==> config.mk <==
export PLATFORM = sky130hd
export DESIGN_NAME = pgs_generator
export DESIGN_NICKNAME = d
export VERILOG_FILES = /design/src/core/pgs_pkg.sv /design/src/core/pgs_generator.sv
export SDC_FILE = /design/constraint.sdc
export NUM_CORES = 1
export LEC_CHECK = 0
export BUFFER_PORTS_ARGS = -buffer_cell sky130_fd_sc_hd__buf_2
export CAP_MARGIN = 20
export CORE_UTILIZATION = 40
export DETAILED_ROUTE_END_ITERATION = 10
export PLACE_DENSITY = 0.69
export RECOVER_POWER = 25
export REMOVE_ABC_BUFFERS = 1
export SLEW_MARGIN = 20
export SYNTH_ARGS = -nofsm -noshare
export SYNTH_HDL_FRONTEND = slang
export SYNTH_SLANG_ARGS = --single-unit
==> constraint.sdc <==
create_clock -name aclk -period 4.35 [get_ports aclk]
set_input_delay 0.87 -clock aclk [delete_from_list [all_inputs] [get_ports aclk]]
set_output_delay 0.87 -clock aclk [all_outputs]
set_load 0.05 [all_outputs]
==> src/core/pgs_pkg.sv <==
/*
 * Package for the PWM generator status block: register offsets, field
 * positions, reset values and the packed types shared by the design.
 * Assumes a 32-bit AXI4-Lite register bus with word-aligned registers.
 */
package pgs_pkg;

    // ----------------------------------------------------------------
    // Register map (byte addresses)
    // ----------------------------------------------------------------
    localparam logic [7:0] OFS_STATUS = 8'h00;
    localparam logic [7:0] OFS_CTRL = 8'h04;
    localparam logic [7:0] OFS_PERIOD = 8'h08;
    localparam logic [7:0] OFS_DUTY = 8'h0c;
    localparam logic [7:0] OFS_SNAPSHOT = 8'h10;
    localparam logic [7:0] OFS_IRQ_STATUS = 8'h14;
    localparam logic [7:0] OFS_IRQ_MASK = 8'h18;

    // ----------------------------------------------------------------
    // Status register fields
    // ----------------------------------------------------------------
    localparam int BIT_ACTIVE = 0;
    localparam int BIT_HALF = 1;
    localparam int BIT_PHASE = 2;
    localparam int BIT_RELOAD_REQ = 3;
    localparam int BIT_PENDING = 4;
    localparam int BIT_SNAPSHOT = 5;

    // Interrupt status / mask fields
    localparam int IRQ_BITS = 3;
    localparam int IRQ_CAPTURE = 0;
    localparam int IRQ_RELOADED = 1;
    localparam int IRQ_CYCLE = 2;

    // ----------------------------------------------------------------
    // Reset values and bus answers
    // ----------------------------------------------------------------
    localparam logic [3:0] CTRL_RESET = 4'h0;
    localparam logic [15:0] PERIOD_RESET = 16'h0010;
    localparam logic [15:0] DUTY_RESET = 16'h0008;
    localparam logic [1:0] RESP_OKAY = 2'h0;
    localparam logic [1:0] RESP_SLVERR = 2'h2;

    // Control register, bit 0 upward: enable, centre, pushpull, ext_cycle_active
    typedef struct packed {
        logic ext_cycle_active;
        logic pushpull;
        logic centre;
        logic enable;
    } pgs_ctrl_t;

    typedef struct packed {
        logic snapshot_flag;
        logic pending;
        logic pushpull_phase;
        logic centre_second_half;
        logic cycle_active;
    } pgs_status_t;

endpackage

==> src/core/pgs_generator.sv <==
/*
 * One PWM generator channel with its status register: time base, buffered
 * period/duty reload, time-base snapshot, trigger handling, interrupt and
 * an AXI4-Lite register slave.
 * Assumes one 200 MHz clock; capture and trigger pins are asynchronous.
 */
// Chosen here: the AXI4-Lite register port and the placing of the registers.
//
// Notes on behaviour
// - Snapshot flag sets once the time base is latched into the snapshot register.
// - Writing one to the snapshot flag asks for a software capture.
// - While the snapshot flag is set, no further capture happens.
// - Pending reload reads one and blocks writes to period and duty.
// - Writing one to the reload request raises pending; request reads zero.
// - Push-pull phase is one in the second cycle, zero in the first.
// - Centre mode reports one during the second half of the cycle.
// - Cycle active reads one while a triggered cycle runs.
`timescale 1ns/1ps
`default_nettype none

module pgs_generator
    import pgs_pkg::*;
#(
    parameter int TB_W = 16
) (
    // Clock and reset
    input wire logic aclk,
    input wire logic aresetn,
    // AXI4-Lite write address and data
    input wire logic [7:0] s_axi_awaddr,
    input wire logic s_axi_awvalid,
    output logic s_axi_awready,
    input wire logic [31:0] s_axi_wdata,
    input wire logic [3:0] s_axi_wstrb,
    input wire logic s_axi_wvalid,
    output logic s_axi_wready,
    // AXI4-Lite write response
    output logic [1:0] s_axi_bresp,
    output logic s_axi_bvalid,
    input wire logic s_axi_bready,
    // AXI4-Lite read
    input wire logic [7:0] s_axi_araddr,
    input wire logic s_axi_arvalid,
    output logic s_axi_arready,
    output logic [31:0] s_axi_rdata,
    output logic [1:0] s_axi_rresp,
    output logic s_axi_rvalid,
    input wire logic s_axi_rready,
    // Asynchronous pins
    input wire logic capture_pin,
    input wire logic trigger_pin,
    // Outputs
    output logic pwm_a,
    output logic pwm_b,
    output logic irq
);

    // Elaboration check: time base no wider than the 16-bit data fields
    if (TB_W < 2 || TB_W > 16) begin : g_tb_w_check
        $error("TB_W must lie between 2 and 16");
    end

    // ----------------------------------------------------------------
    // Pin synchronisers
    // ----------------------------------------------------------------
    logic [1:0] sync1_q, sync2_q, sync3_q;

    always_ff @(posedge aclk) begin
        if (!aresetn) begin
            sync1_q <= 2'h0;
            sync2_q <= 2'h0;
            sync3_q <= 2'h0;
        end else begin
            sync1_q <= {trigger_pin, capture_pin};
            sync2_q <= sync1_q;
            sync3_q <= sync2_q;
        end
    end

    wire cap_pin_rise = sync2_q[0] & ~sync3_q[0];
    wire cycle_active_rise = sync2_q[1] & ~sync3_q[1];

    // ----------------------------------------------------------------
    // AXI4-Lite slave
    // ----------------------------------------------------------------
    logic aw_have_q, w_have_q, bvalid_q, awready_q, wready_q, arready_q, rvalid_q;
    logic [7:0] awaddr_q;
    logic [31:0] wdata_q, rdata_q;
    logic [3:0] wstrb_q;
    logic [1:0] bresp_q, rresp_q;
    logic pending_q, snap_flag_q, cap_req_q, active_q, down_q, phase_q;

    wire aw_take = s_axi_awvalid & awready_q;
    wire w_take = s_axi_wvalid & wready_q;
    wire wr_fire = aw_have_q & w_have_q & ~bvalid_q;
    wire b_done = bvalid_q & s_axi_bready;
    wire ar_take = s_axi_arvalid & arready_q;
    wire r_done = rvalid_q & s_axi_rready;
    wire aw_have_d = (aw_have_q | aw_take) & ~wr_fire;
    wire w_have_d = (w_have_q | w_take) & ~wr_fire;
    wire bvalid_d = (bvalid_q | wr_fire) & ~b_done;
    wire rvalid_d = (rvalid_q | ar_take) & ~r_done;

    // Write decode, only low byte lanes carry register bits
    wire wr_status = wr_fire & (awaddr_q == OFS_STATUS) & wstrb_q[0];
    wire wr_ctrl = wr_fire & (awaddr_q == OFS_CTRL);
    wire wr_period = wr_fire & (awaddr_q == OFS_PERIOD);
    wire wr_duty = wr_fire & (awaddr_q == OFS_DUTY);
    wire wr_isr = wr_fire & (awaddr_q == OFS_IRQ_STATUS) & wstrb_q[0];
    wire wr_mask = wr_fire & (awaddr_q == OFS_IRQ_MASK);
    wire wr_mapped = wr_status | wr_ctrl | wr_period | wr_duty | wr_isr | wr_mask
        | (wr_fire & (awaddr_q == OFS_SNAPSHOT));
    wire data_blocked = pending_q & (wr_period | wr_duty);

    always_ff @(posedge aclk) begin
        if (!aresetn) begin
            aw_have_q <= 1'b0;
            w_have_q <= 1'b0;
            awready_q <= 1'b0;
            wready_q <= 1'b0;
            bvalid_q <= 1'b0;
            bresp_q <= RESP_OKAY;
            awaddr_q <= 8'h00;
            wdata_q <= 32'h0;
            wstrb_q <= 4'h0;
        end else begin
            aw_have_q <= aw_have_d;
            w_have_q <= w_have_d;
            awready_q <= ~aw_have_d & ~bvalid_d;
            wready_q <= ~w_have_d & ~bvalid_d;
            bvalid_q <= bvalid_d;
            if (aw_take) begin
                awaddr_q <= s_axi_awaddr;
            end
            if (w_take) begin
                wdata_q <= s_axi_wdata;
                wstrb_q <= s_axi_wstrb;
            end
            if (wr_fire) begin
                bresp_q <= (wr_mapped & ~data_blocked) ? RESP_OKAY : RESP_SLVERR;
            end
        end
    end

    // ----------------------------------------------------------------
    // Control, data and interrupt registers
    // ----------------------------------------------------------------
    pgs_ctrl_t ctrl_q;
    logic [TB_W-1:0] period_buf_q, duty_buf_q, period_act_q, duty_act_q;
    logic [TB_W-1:0] tb_q, snapshot_q;
    logic [IRQ_BITS-1:0] isr_q, mask_q;
    logic pwm_a_q, pwm_b_q, irq_q;

    function automatic logic [TB_W-1:0] merge(input logic [TB_W-1:0] old,
                                               input logic [31:0] data,
                                               input logic [3:0] strb);
        logic [15:0] res;
        res = 16'(old);
        if (strb[0]) begin
            res[7:0] = data[7:0];
        end
        if (strb[1]) begin
            res[15:8] = data[15:8];
        end
        return res[TB_W-1:0];
    endfunction

    always_ff @(posedge aclk) begin
        if (!aresetn) begin
            ctrl_q <= CTRL_RESET;
            period_buf_q <= PERIOD_RESET[TB_W-1:0];
            duty_buf_q <= DUTY_RESET[TB_W-1:0];
            mask_q <= '0;
        end else begin
            if (wr_ctrl & wstrb_q[0]) begin
                ctrl_q <= wdata_q[3:0];
            end
            if (wr_mask & wstrb_q[0]) begin
                mask_q <= wdata_q[IRQ_BITS-1:0];
            end
            if (wr_period & ~pending_q) begin
                period_buf_q <= merge(period_buf_q, wdata_q, wstrb_q);
            end
            if (wr_duty & ~pending_q) begin
                duty_buf_q <= merge(duty_buf_q, wdata_q, wstrb_q);
            end
        end
    end

    // ----------------------------------------------------------------
    // Time base
    // ----------------------------------------------------------------
    wire [TB_W:0] tb_next = {1'b0, tb_q} + 1'b1;
    wire start = ctrl_q.enable & ~active_q & (~ctrl_q.ext_cycle_active | cycle_active_rise);
    wire cycle_end = active_q & (ctrl_q.centre ? (down_q & (tb_q <= 1))
                                               : (tb_next >= {1'b0, period_act_q}));
    // Idle generator reloads at once; running one waits for the cycle end
    wire reload_point = cycle_end | ~active_q;
    wire cap_event = ~snap_flag_q & (cap_req_q | cap_pin_rise);

    always_ff @(posedge aclk) begin
        if (!aresetn) begin
            tb_q <= '0;
            active_q <= 1'b0;
            down_q <= 1'b0;
            phase_q <= 1'b0;
        end else if (!ctrl_q.enable) begin
            tb_q <= '0;
            active_q <= 1'b0;
            down_q <= 1'b0;
            phase_q <= 1'b0;
        end else if (cycle_end) begin
            active_q <= ~ctrl_q.ext_cycle_active;
            tb_q <= '0;
            down_q <= 1'b0;
            phase_q <= ctrl_q.pushpull & ~phase_q;
        end else if (active_q) begin
            if (ctrl_q.centre & (down_q | tb_q >= period_act_q)) begin
                down_q <= 1'b1;
                tb_q <= tb_q - 1'b1;
            end else begin
                tb_q <= tb_next[TB_W-1:0];
            end
        end else if (start) begin
            active_q <= 1'b1;
        end
    end

    // ----------------------------------------------------------------
    // Reload, snapshot and interrupt state
    // ----------------------------------------------------------------
    always_ff @(posedge aclk) begin
        if (!aresetn) begin
            period_act_q <= PERIOD_RESET[TB_W-1:0];
            duty_act_q <= DUTY_RESET[TB_W-1:0];
            pending_q <= 1'b0;
            snap_flag_q <= 1'b0;
            cap_req_q <= 1'b0;
            snapshot_q <= '0;
            isr_q <= '0;
        end else begin
            if (wr_status & wdata_q[BIT_RELOAD_REQ]) begin
                pending_q <= 1'b1;
            end else if (pending_q & reload_point) begin
                period_act_q <= period_buf_q;
                duty_act_q <= duty_buf_q;
                pending_q <= 1'b0;
            end
            if (cap_event) begin
                snapshot_q <= tb_q;
                snap_flag_q <= 1'b1;
                cap_req_q <= 1'b0;
            end else if (wr_status & ~wdata_q[BIT_SNAPSHOT]) begin
                snap_flag_q <= 1'b0;
            end else if (wr_status & wdata_q[BIT_SNAPSHOT] & ~snap_flag_q) begin
                cap_req_q <= 1'b1;
            end
            // Event set wins over write-one-to-clear
            isr_q <= (isr_q & ~(wr_isr ? wdata_q[IRQ_BITS-1:0] : '0))
                | {start, pending_q & reload_point, cap_event};
        end
    end

    // ----------------------------------------------------------------
    // Outputs and read path
    // ----------------------------------------------------------------
    wire cmp = active_q & (tb_q < duty_act_q);
    pgs_status_t status;
    assign status = '{snapshot_flag: snap_flag_q, pending: pending_q,
                      pushpull_phase: phase_q,
                      centre_second_half: ctrl_q.centre & down_q,
                      cycle_active: active_q};

    wire [31:0] status_word = {26'h0, status[4:3], 1'b0, status[2:0]};
    wire [31:0] rd_mux =
        (s_axi_araddr == OFS_STATUS) ? status_word :
        (s_axi_araddr == OFS_CTRL) ? {28'h0, ctrl_q} :
        (s_axi_araddr == OFS_PERIOD) ? 32'(period_buf_q) :
        (s_axi_araddr == OFS_DUTY) ? 32'(duty_buf_q) :
        (s_axi_araddr == OFS_SNAPSHOT) ? 32'(snapshot_q) :
        (s_axi_araddr == OFS_IRQ_STATUS) ? 32'(isr_q) :
        (s_axi_araddr == OFS_IRQ_MASK) ? 32'(mask_q) : 32'h0;
    wire rd_mapped = (s_axi_araddr <= OFS_IRQ_MASK) & (s_axi_araddr[1:0] == 2'h0);

    always_ff @(posedge aclk) begin
        if (!aresetn) begin
            arready_q <= 1'b0;
            rvalid_q <= 1'b0;
            rdata_q <= 32'h0;
            rresp_q <= RESP_OKAY;
            pwm_a_q <= 1'b0;
            pwm_b_q <= 1'b0;
            irq_q <= 1'b0;
        end else begin
            arready_q <= ~rvalid_d;
            rvalid_q <= rvalid_d;
            if (ar_take) begin
                rdata_q <= rd_mux;
                rresp_q <= rd_mapped ? RESP_OKAY : RESP_SLVERR;
            end
            pwm_a_q <= cmp & ~(ctrl_q.pushpull & phase_q);
            pwm_b_q <= cmp & ctrl_q.pushpull & phase_q;
            irq_q <= |(isr_q & mask_q);
        end
    end

    assign s_axi_awready = awready_q;
    assign s_axi_wready = wready_q;
    assign s_axi_bvalid = bvalid_q;
    assign s_axi_bresp = bresp_q;
    assign s_axi_arready = arready_q;
    assign s_axi_rvalid = rvalid_q;
    assign s_axi_rdata = rdata_q;
    assign s_axi_rresp = rresp_q;
    assign pwm_a = pwm_a_q;
    assign pwm_b = pwm_b_q;
    assign irq = irq_q;

    wire sw_cap = wr_status & wdata_q[BIT_SNAPSHOT] & ~snap_flag_q & ~cap_pin_rise;
    wire sw_clr = wr_status & ~wdata_q[BIT_SNAPSHOT] & ~cap_event;
endmodule

`default_nettype wire

==> results of run 1 <==
worst min-delay path by stage:
stage | from | end | cells past startpoint
after floorplan | sync2_q[1] | sync3_q[1] | 2
after global placement | sync1_q[1] | sync2_q[1] | 1
after detailed placement | sync1_q[0] | sync2_q[0] | 1
after CTS | sync2_q[1] | sync3_q[1] | 2
after global routing | sync1_q[1] | sync2_q[1] | 1
final | sync2_q[1] | sync3_q[1] | 2
layout make-up:
type	count	area, µm²	area share, %
Clock buffer	20	467	4.88
Clock inverter	12	126	1.32
Inverter	42	160	1.68
Multi-Input combinational cell	721	4590	48.0
Sequential cell	172	3440	36.0
Tap cell	275	344	3.60
Timing Repair Buffer	82	425	4.45
critical path, cell delays in order, from the launching register on:
cell,delay [ns]
dfxtp_1,0.55
and3_1,0.34
nand4_1,0.25
o21a_1,0.25
or2_2,0.30
ha_1,0.27
nand3_1,0.10
a2111o_1,0.44
a41oi_4,0.49
o311a_2,0.34
buf_12,0.26
nand3_1,0.12
o31ai_1,0.16
where the power goes:
| part | switching, µW | internal, µW |
|---|---|---|
| registers | 20.9 | 1600 |
| clock network | 678 | 851 |
| logic | 163 | 47.7 |
metal layers:
layer	part of all wire, %	wire length [µm]	global-route usage (%)	up-vias
met2	47	9990	33.3	216
met1	46	9670	25.5	3430
met4	2.0	432	7.58	0
met5	0	0	0	-
li1	-	-	-	3577
met3	4.8	1010	3.07	35
synthesized netlist by cell type, types with 5 or more instances:
library cell	count	share of area, %
a211oi_1	17	1.5
a21o_1	12	1.1
a21oi_1	84	4.9
a222oi_1	13	1.5
a32o_1	5	0.59
and2_1	13	0.95
and3_1	6	0.44
buf_2	11	0.64
buf_4	27	2.4
clkbuf_1	39	1.7
dfxtp_1	172	40
ha_1	50	7.3
inv_1	41	1.8
mux2i_1	46	5.4
nand2_1	135	5.9
nand2b_1	6	0.44
nand3_1	59	3.5
nand4_1	9	0.66
nor2_1	81	3.6
nor2b_1	7	0.51
nor3_1	13	0.76
o211ai_1	8	0.70
o21ai_0	23	1.3
o31ai_1	30	2.6
or2_2	6	0.44
xnor2_1	10	1.0
xor2_1	5	0.51
placed cells by master, fill, tap and decap left out, types with 5 or more instances in the layout:
cell type / count
a211oi_1: 17
a21o_1: 12
a21oi_1: 84
a222oi_1: 13
a32o_1: 5
and2_1: 11
and3_1: 6
buf_2: 47
buf_4: 11
clkbuf_1: 22
clkbuf_16: 17
conb_1: 18
dfxtp_1: 172
ha_1: 50
inv_1: 41
mux2i_1: 46
nand2_1: 135
nand2b_1: 6
nand3_1: 59
nand4_1: 9
nor2_1: 81
nor2b_1: 7
nor3_1: 13
o211ai_1: 8
o21ai_0: 23
o31ai_1: 30
or2_2: 6
xnor2_1: 10
xor2_1: 5
flip-flops by register name, summed over array words and instances, names as in the netlist, 3 cells and up:
register,count
period_buf_q,16
tb_q,16
isr_q,3
mask_q,3
s_axi_rdata,16
ctrl_q,4
wdata_q,16
snapshot_q,16
awaddr_q,8
duty_buf_q,16
period_act_q,16
duty_act_q,16
kinds of logic (layout without fill, tap and decap cells):
logic type,Yosys count,count (layout)
AOI/OAI and AO/OA,222,222
xor gates and xnor gates,15,15
adders and majority gates,50,50
buffers and inverters,122,156
DFF,172,172
muxes,51,51
other,1,18
and+or+nand+nor,365,365
stage by stage:
stage	power (µW)	util, %
2_1_floorplan	1800	-
3_3_place_gp	1870	42.9
3_5_place_dp	1870	42.9
4_1_cts	3390	45.8
5_1_grt	3470	45.6
6_report	3360	45.6
==> impl_results.md, run 1 <==
- Crit path to: duty_act_q[7]
- Fmax: 0.249 GHz
- Post-synthesis async set-or-reset flop share: 0%
- Layout Cells excl Fill: 1324
- Startpoint types: register
- Proportion of layout cells with a drive suffix above 1: 11.2%
- Critical Path AT: 4.35 ns
- Overflow after GRT: 0
- Gpl congestion: 0.859
- Crit-path max FO: 57
- CTS Buffer Depth: 2
- Flop2flop setup slack: 0.34 ns
- Placed Instances: 1292
- Die width: 148 µm
- Synth Area in Compound Gates: 17.4%
- Sink Count: 172
- Antenna cells: 0
- CP endpoint kind: register
- Worst-Margin Slew: 2.25 ns
- PwrDens: 352 nW/µm²
- Post-synthesis mux area share: 6.31%
- CTS buffer count: 17
- Number of global-route vias before repair: 6834
- Placed inst area: 9000 µm²
- First-pass DRT Iterations: 7
- Reg2Reg Depth: 12
- Setup violators final: 0
- Failing checks: capacitance limit, slew limit
- DR DRC count: 0
- Initial Utilization: 40.8%
- Worst reg2reg endpoint: duty_act_q[7]
- Largest net degree at the start of global routing: 71
- Layout area overhead: 11.8%
- Setup TNS: 0 ns
- 1st-iter DRT viols: 502
- Place WS: 0.485 ns
- Post-CTS Hold Fix Bufs: 0
- Drt total wl: 21.1 mm
- Max-slew violation count: 48
- Final Hold Viols: 0
- Core Footprint: 21000 µm²
- Final #Nets: 1147
- RSZ-0062 raised after global routing: no
- Ys flop type: dfxtp_1
- GRT Resource Usage Total: 19.8%
- CTS H-tree lvls: 4
- CTS tree: yes
- Hold slack: 0.433 ns
- DR vias: 7258
- Syn Inst Count: 998
- Largest family of logic cells by synthesized area: simple AND/OR/NAND/NOR gates
- Yosys cell types: 68
- Post-Synth XOR/XNOR Area: 1.54%
- Root Buffer: clkbuf_16
- Die span in y: 148 µm
- Avg Cell Area, Syn: 8.56 µm²
- CP startpoint: tb_q[3]
- Max transition margin: -50.2%
- PortBufs: 68
- Sequential share of the synthesized area: 40.3%
- Final worst-path setup slack: 0.335 ns
- Post-DR vias/cell: 5.48
- Final worst-path cycle share: 92.3%
- Postcts setup bufs: 0
- Hold WC Path Type: reg -> reg
- Row Count: 53
- Initial antenna violation count: 0
- Max VDD drop: 0.206 mV
- IO Pins: 105
- Simple-gate area share of the yosys netlist: 20.3%
- Clk_skew: 0.0121 ns
- Final std cell area, no fill: 9560 µm²
- Max Cap Viol: 1
- Post_cts resized: 0
- Crit path kind: reg -> reg
- Clk Latency, worst-skew pair: 0.44 ns
- Filler instances: 2070
- RR Startpoint: tb_q[3]
- Yosys warns: 0
- WL/cell: 15.9 µm
- Final min period: 4.01 ns
- Adder-cell share of the synthesized area: 7.32%
- Pleak: 0.00375 µW
- Post-DP HPWL: 14.8 mm
- First-pass GRT wire length: 34.6 mm
- CP required: 4.69 ns
- Seq cells post-synth: 172
- EDFF count, synth: 0
- Post-Syn Area: 8550 µm²
- Clock transition at the registers of the reported paths: 0.07 ns
- Die footprint: 22000 µm²
- Routed Antenna Nets: 0
- Status: finished, violations left
Note: power is estimated with default switching activity, not from simulation.
==> run 2: changes to the inputs <==
CORE_UTILIZATION = 58   (was 40)
PLACE_DENSITY = 0.86   (was 0.69)
==> impl_results.md, run 2 (synthesis results as in run 1) <==
- RR Startpoint: tb_q[2]
- Pleak: 0.00379 µW
- Switch share: 24.6%
- CP most frequent cell: nand3_1
- Final min period: 3.90 ns
- Proportion of layout cells with a drive suffix above 1: 12.6%
- HP Start: sync1_q[0]
- WHS Endpoint: sync2_q[0]
- Die width: 123 µm
- Final Hold Viols: 0
- Crit-path max FO: 51
- Filler instances: 1139
- Clk_skew: 0.00930 ns
- Max-slew violation count: 95
- DR DRC count: 0
- Worst reg2reg endpoint: period_act_q[3]
- Reg2Reg Depth: 12
- GRT Resource Usage Total: 29.1%
- Worst Path Buf+Inv: 1
- WL/cell: 17.0 µm
- Number of global-route vias before repair: 7088
- Layout area overhead: 10.1%
- Flop2flop setup slack: 0.45 ns
- CP endpoint kind: register
- Final worst-path cycle share: 89.7%
- DR vias: 7416
- Max transition margin: -33.4%
- Fmax: 0.256 GHz
- IO Pins: 105
- Commonest non-fill, non-tap cell in the layout: dfxtp_1
- CTS Buffer Depth: 2
- Initial antenna violation count: 1
- Die span in y: 123 µm
- PwrDens: 350 nW/µm²
- Post_cts resized: 0
- Drt total wl: 20.8 mm
- Commonest cells after routing, fill and taps aside: 172 x dfxtp_1, 135 x nand2_1, 84 x a21oi_1, 81 x nor2_1, 67 x buf_2
- Critical Path AT: 4.20 ns
- Worst-Margin Slew: 2.00 ns
- First-pass DRT Iterations: 6
- Die footprint: 15200 µm²
- Place WS: 0.608 ns
- Gate power share: 6.4%
- Post-DR vias/cell: 6.05
- RSZ-0062 raised after global routing: no
- CP max-delay cell: dfxtp_1
- Overflow after GRT: 0
- Crit path kind: reg -> reg
- CTS tree: yes
- Postcts setup bufs: 0
- Setup TNS: 0 ns
- Reg area: 3440 µm²
- Hold path depth: 1
- Core Footprint: 14100 µm²
- CP required: 4.65 ns
- Slowest stage delay, CP: 0.57 ns
- Power consumption: 3290 µW
- Failing checks: capacitance limit, slew limit
- Hold WC Path Type: reg -> reg
- Internal power: 2480 µW
- Max VDD drop: 0.310 mV
- Final #Nets: 1144
- Root Buffer: clkbuf_16
- Util after Layout: 66.5%
- 1st-iter DRT viols: 678
- Startpoint types: register
- Gpl congestion: 0.931
- CTS buffer count: 17
- Largest net degree at the start of global routing: 52
- Reg power frac: 49.3%
- Status: finished, violations left
- Initial Utilization: 60.4%
- Clk Latency, worst-skew pair: 0.44 ns
- PortBufs: 68
- Multi-input combinational cell area: 4590 µm²
- Crit path cell chain: and3_1 > nand4_1 > o21a_1 > or2_2 > ha_1 > nand3_1 > a2111o_1 > a41oi_4 > o311a_2 > buf_12 > nand3_1 > o31ai_1
- Row Count: 43
- First-pass GRT wire length: 34.2 mm
- Power share of the clock group: 44.2%
- Sink Count: 172
- CTS H-tree lvls: 4
- Max Cap Viol: 2
- Clock transition at the registers of the reported paths: 0.06 ns
- Post-CTS Hold Fix Bufs: 0
- Setup violators final: 0
- Routed Antenna Nets: 0
- Post-DP HPWL: 14.4 mm
- Final worst-path setup slack: 0.448 ns
- Switch Pwr: 811 µW
- Crit path max-delay family: compound AO/OA/AOI/OAI gates
[run 2: worst max path at each step]
stage	start	endpoint	slack (ns)	cells past startpoint
6_report	tb_q[2]	period_act_q[3]	0.45	12
5_1_grt	tb_q[2]	period_act_q[6]	0.16	12
4_1_cts	tb_q[2]	phase_q	0.56	12
3_5_place_dp	tb_q[2]	phase_q	0.61	12
3_3_place_gp	tb_q[2]	phase_q	0.68	12
2_1_floorplan	tb_q[6]	duty_act_q[0]	0.09	10
[run 2: layout make-up]
cell class / count / share of cell area (%)
Sequential cell: 172 / 36.6
Tap cell: 180 / 2.39
Multi-Input combinational cell: 721 / 48.8
Timing Repair Buffer: 79 / 4.52
Clock buffer: 22 / 5.04
Clock inverter: 9 / 0.931
Antenna cell: 1 / 0.0266
Inverter: 42 / 1.69
[run 2: through the flow]
stage / hold WS, ns / instance area [µm²] / cells
floorplan: 0.410 / 8190 / 935
global placement: 0.415 / 8850 / 1194
detailed placement: 0.422 / 8850 / 1194
CTS: 0.436 / 9420 / 1225
global route: 0.463 / 9410 / 1226
finish: 0.429 / 9410 / 1226
[run 2: power by group through the flow]
stage / registers (µW) / clock network [µW] / logic (µW)
floorplan: 1690 / 0 / 105
global placement: 1660 / 0 / 209
detailed placement: 1660 / 0 / 212
CTS: 1620 / 1460 / 213
global route: 1630 / 1540 / 229
finish: 1620 / 1460 / 212
[run 2: layer usage]
metal	routed length, µm	vias to the layer above	track usage [%]	part of all wire, %
li1	-	3564	-	-
met1	8950	3511	35.3	43
met2	10000	278	47.9	48
met3	1110	63	5.81	5.3
met4	791	0	16.9	3.8
met5	0	-	0	0
[run 2: worst reg2reg max path: stages (launching register included)]
cell      delay (ns)
dfxtp_1         0.57
and3_1          0.35
nand4_1         0.23
o21a_1          0.27
or2_2           0.29
ha_1            0.29
nand3_1         0.11
a2111o_1        0.45
a41oi_4         0.27
o311a_2         0.39
buf_12          0.28
nand3_1         0.11
o31ai_1         0.16
==> run 3: changes to the inputs <==
CELL_PAD_IN_SITES_DETAIL_PLACEMENT = 1   (was not set)
CELL_PAD_IN_SITES_GLOBAL_PLACEMENT = 1   (was not set)
CORE_UTILIZATION = 44   (was 58)
==> impl_results.md, run 3 (synthesis results as in run 1) <==
- CP required: 4.68 ns
- RSZ-0062 raised after global routing: no
- Commonest cells after routing, fill and taps aside: 172 x dfxtp_1, 135 x nand2_1, 84 x a21oi_1, 80 x nor2_1, 68 x buf_2
- Place WS: 0.529 ns
- Max Cap Viol: 2
- Antenna cells: 0
- Placed Instances: 1274
- Final min period: 4.04 ns
- First-pass DRT Iterations: 5
- Initial Utilization: 45.2%
- Post_cts resized: 0
- Commonest non-fill, non-tap cell in the layout: dfxtp_1
- CP most frequent cell: nand3_1
- Max-slew violation count: 160
- Final worst-path cycle share: 92.9%
- Gpl congestion: 0.844
- Crit path max-delay family: compound AO/OA/AOI/OAI gates
- CTS tree: yes
- Clock transition at the registers of the reported paths: 0.07 ns
- DR vias: 7519
- Final #Nets: 1144
- Failing checks: capacitance limit, slew limit
- Status: finished, violations left
- Util after Layout: 50.4%
- Clk_skew: 0.00912 ns
- Post-DP HPWL: 17.4 mm
- Root Buffer: clkbuf_16
- Final Hold Viols: 0
- CP startpoint: tb_q[9]
- 1st-iter DRT viols: 454
- Hold WC Path Type: reg -> reg
- CTS Buffer Depth: 2
- Number of global-route vias before repair: 7844
- WL/cell: 19.3 µm
- Clk Latency, worst-skew pair: 0.44 ns
- Critical Path AT: 4.37 ns
- First-pass GRT wire length: 40.5 mm
- Sink Count: 172
- Proportion of layout cells with a drive suffix above 1: 12.7%
- CTS H-tree lvls: 4
- Crit-path max FO: 64
- CP max-delay cell: dfxtp_1
- Initial antenna violation count: 0
- CTS buffer count: 17
- Layout area overhead: 11.4%
- Die footprint: 20000 µm²
- Die width: 141 µm
- Setup TNS: 0 ns
- Post-CTS Hold Fix Bufs: 0
- Slowest stage delay, CP: 0.61 ns
- CP endpoint kind: register
- Final worst-path setup slack: 0.309 ns
- Largest net degree at the start of global routing: 113
- IO Pins: 105
- Routed Antenna Nets: 0
- Max transition margin: -58.6%
- Startpoint types: register
- Worst Path Buf+Inv: 1
- GRT Resource Usage Total: 26.1%
- Setup violators final: 0
- DR DRC count: 0
- PortBufs: 68
- Row Count: 50
- Crit path cell chain: and4_4 > nand4_1 > o21a_1 > or2_2 > ha_1 > nand3_1 > a2111o_1 > a41oi_4 > o311a_2 > buf_12 > nand3_1 > o31ai_1
- PwrDens: 351 nW/µm²
- Die span in y: 141 µm
- Core Footprint: 18900 µm²
- Overflow after GRT: 0
- RR Startpoint: tb_q[9]
- Post-DR vias/cell: 5.76
- HP Start: sync1_q[1]
- Drt total wl: 25.2 mm
- Pleak: 0.00379 µW
- Max VDD drop: 0.242 mV
- Fmax: 0.247 GHz
- Layout Cells excl Fill: 1305
- Crit path kind: reg -> reg
- Worst-Margin Slew: 2.38 ns
- Postcts setup bufs: 0
[run 3: cell count changes in the layout (fill, tap and decap cells not counted), moves of 2 or more]
cell / delta
inv_6: +2
clkinv_2: -3
clkbuf_2: -2
clkinvlp_4: +2
[run 3: metrics by stage]
step	hold WS [ns]	total power (µW)	instance area [µm²]
3_3_place_gp	0.414	1870	8970
6_report	0.441	3340	9520
5_1_grt	0.457	3440	9520
3_5_place_dp	0.425	1880	8970
4_1_cts	0.444	3360	9540
2_1_floorplan	0.410	1800	8190
[run 3: final cells by class]
| type | instances | area [µm²] |
|---|---|---|
| Timing Repair Buffer | 79 | 428 |
| Clock buffer | 21 | 460 |
| Multi-Input combinational cell | 721 | 4590 |
| Sequential cell | 172 | 3440 |
| Tap cell | 260 | 325 |
| Fill cell | 2280 | 9380 |
| Clock inverter | 10 | 108 |
| Inverter | 42 | 159 |
[run 3: worst paths after layout]
check	to	slack [ns]	depth (start not counted)
worst max register to register	duty_act_q[5]	0.31	12
worst min register to register	sync2_q[1]	0.44	1
worst min-delay path	sync2_q[1]	0.44	1
worst max-delay path	duty_act_q[5]	0.31	12
[run 3: where the power goes]
part / leakage [µW] / switching, µW / internal, µW
Combinational: 0.00213 / 169 / 49.5
Sequential: 0.00139 / 22.5 / 1600
Clock: 0.000269 / 666 / 826
Total: 0.00379 / 857 / 2480
[run 3: layer usage]
| layer | global-route usage (%) | up-vias | wire, µm |
|---|---|---|---|
| met1 | 30.6 | 3719 | 10700 |
| li1 | - | 3556 | - |
| met5 | 0 | - | 0 |
| met4 | 12.6 | 0 | 845 |
| met2 | 46.0 | 186 | 12600 |
| met3 | 4.66 | 58 | 1040 |
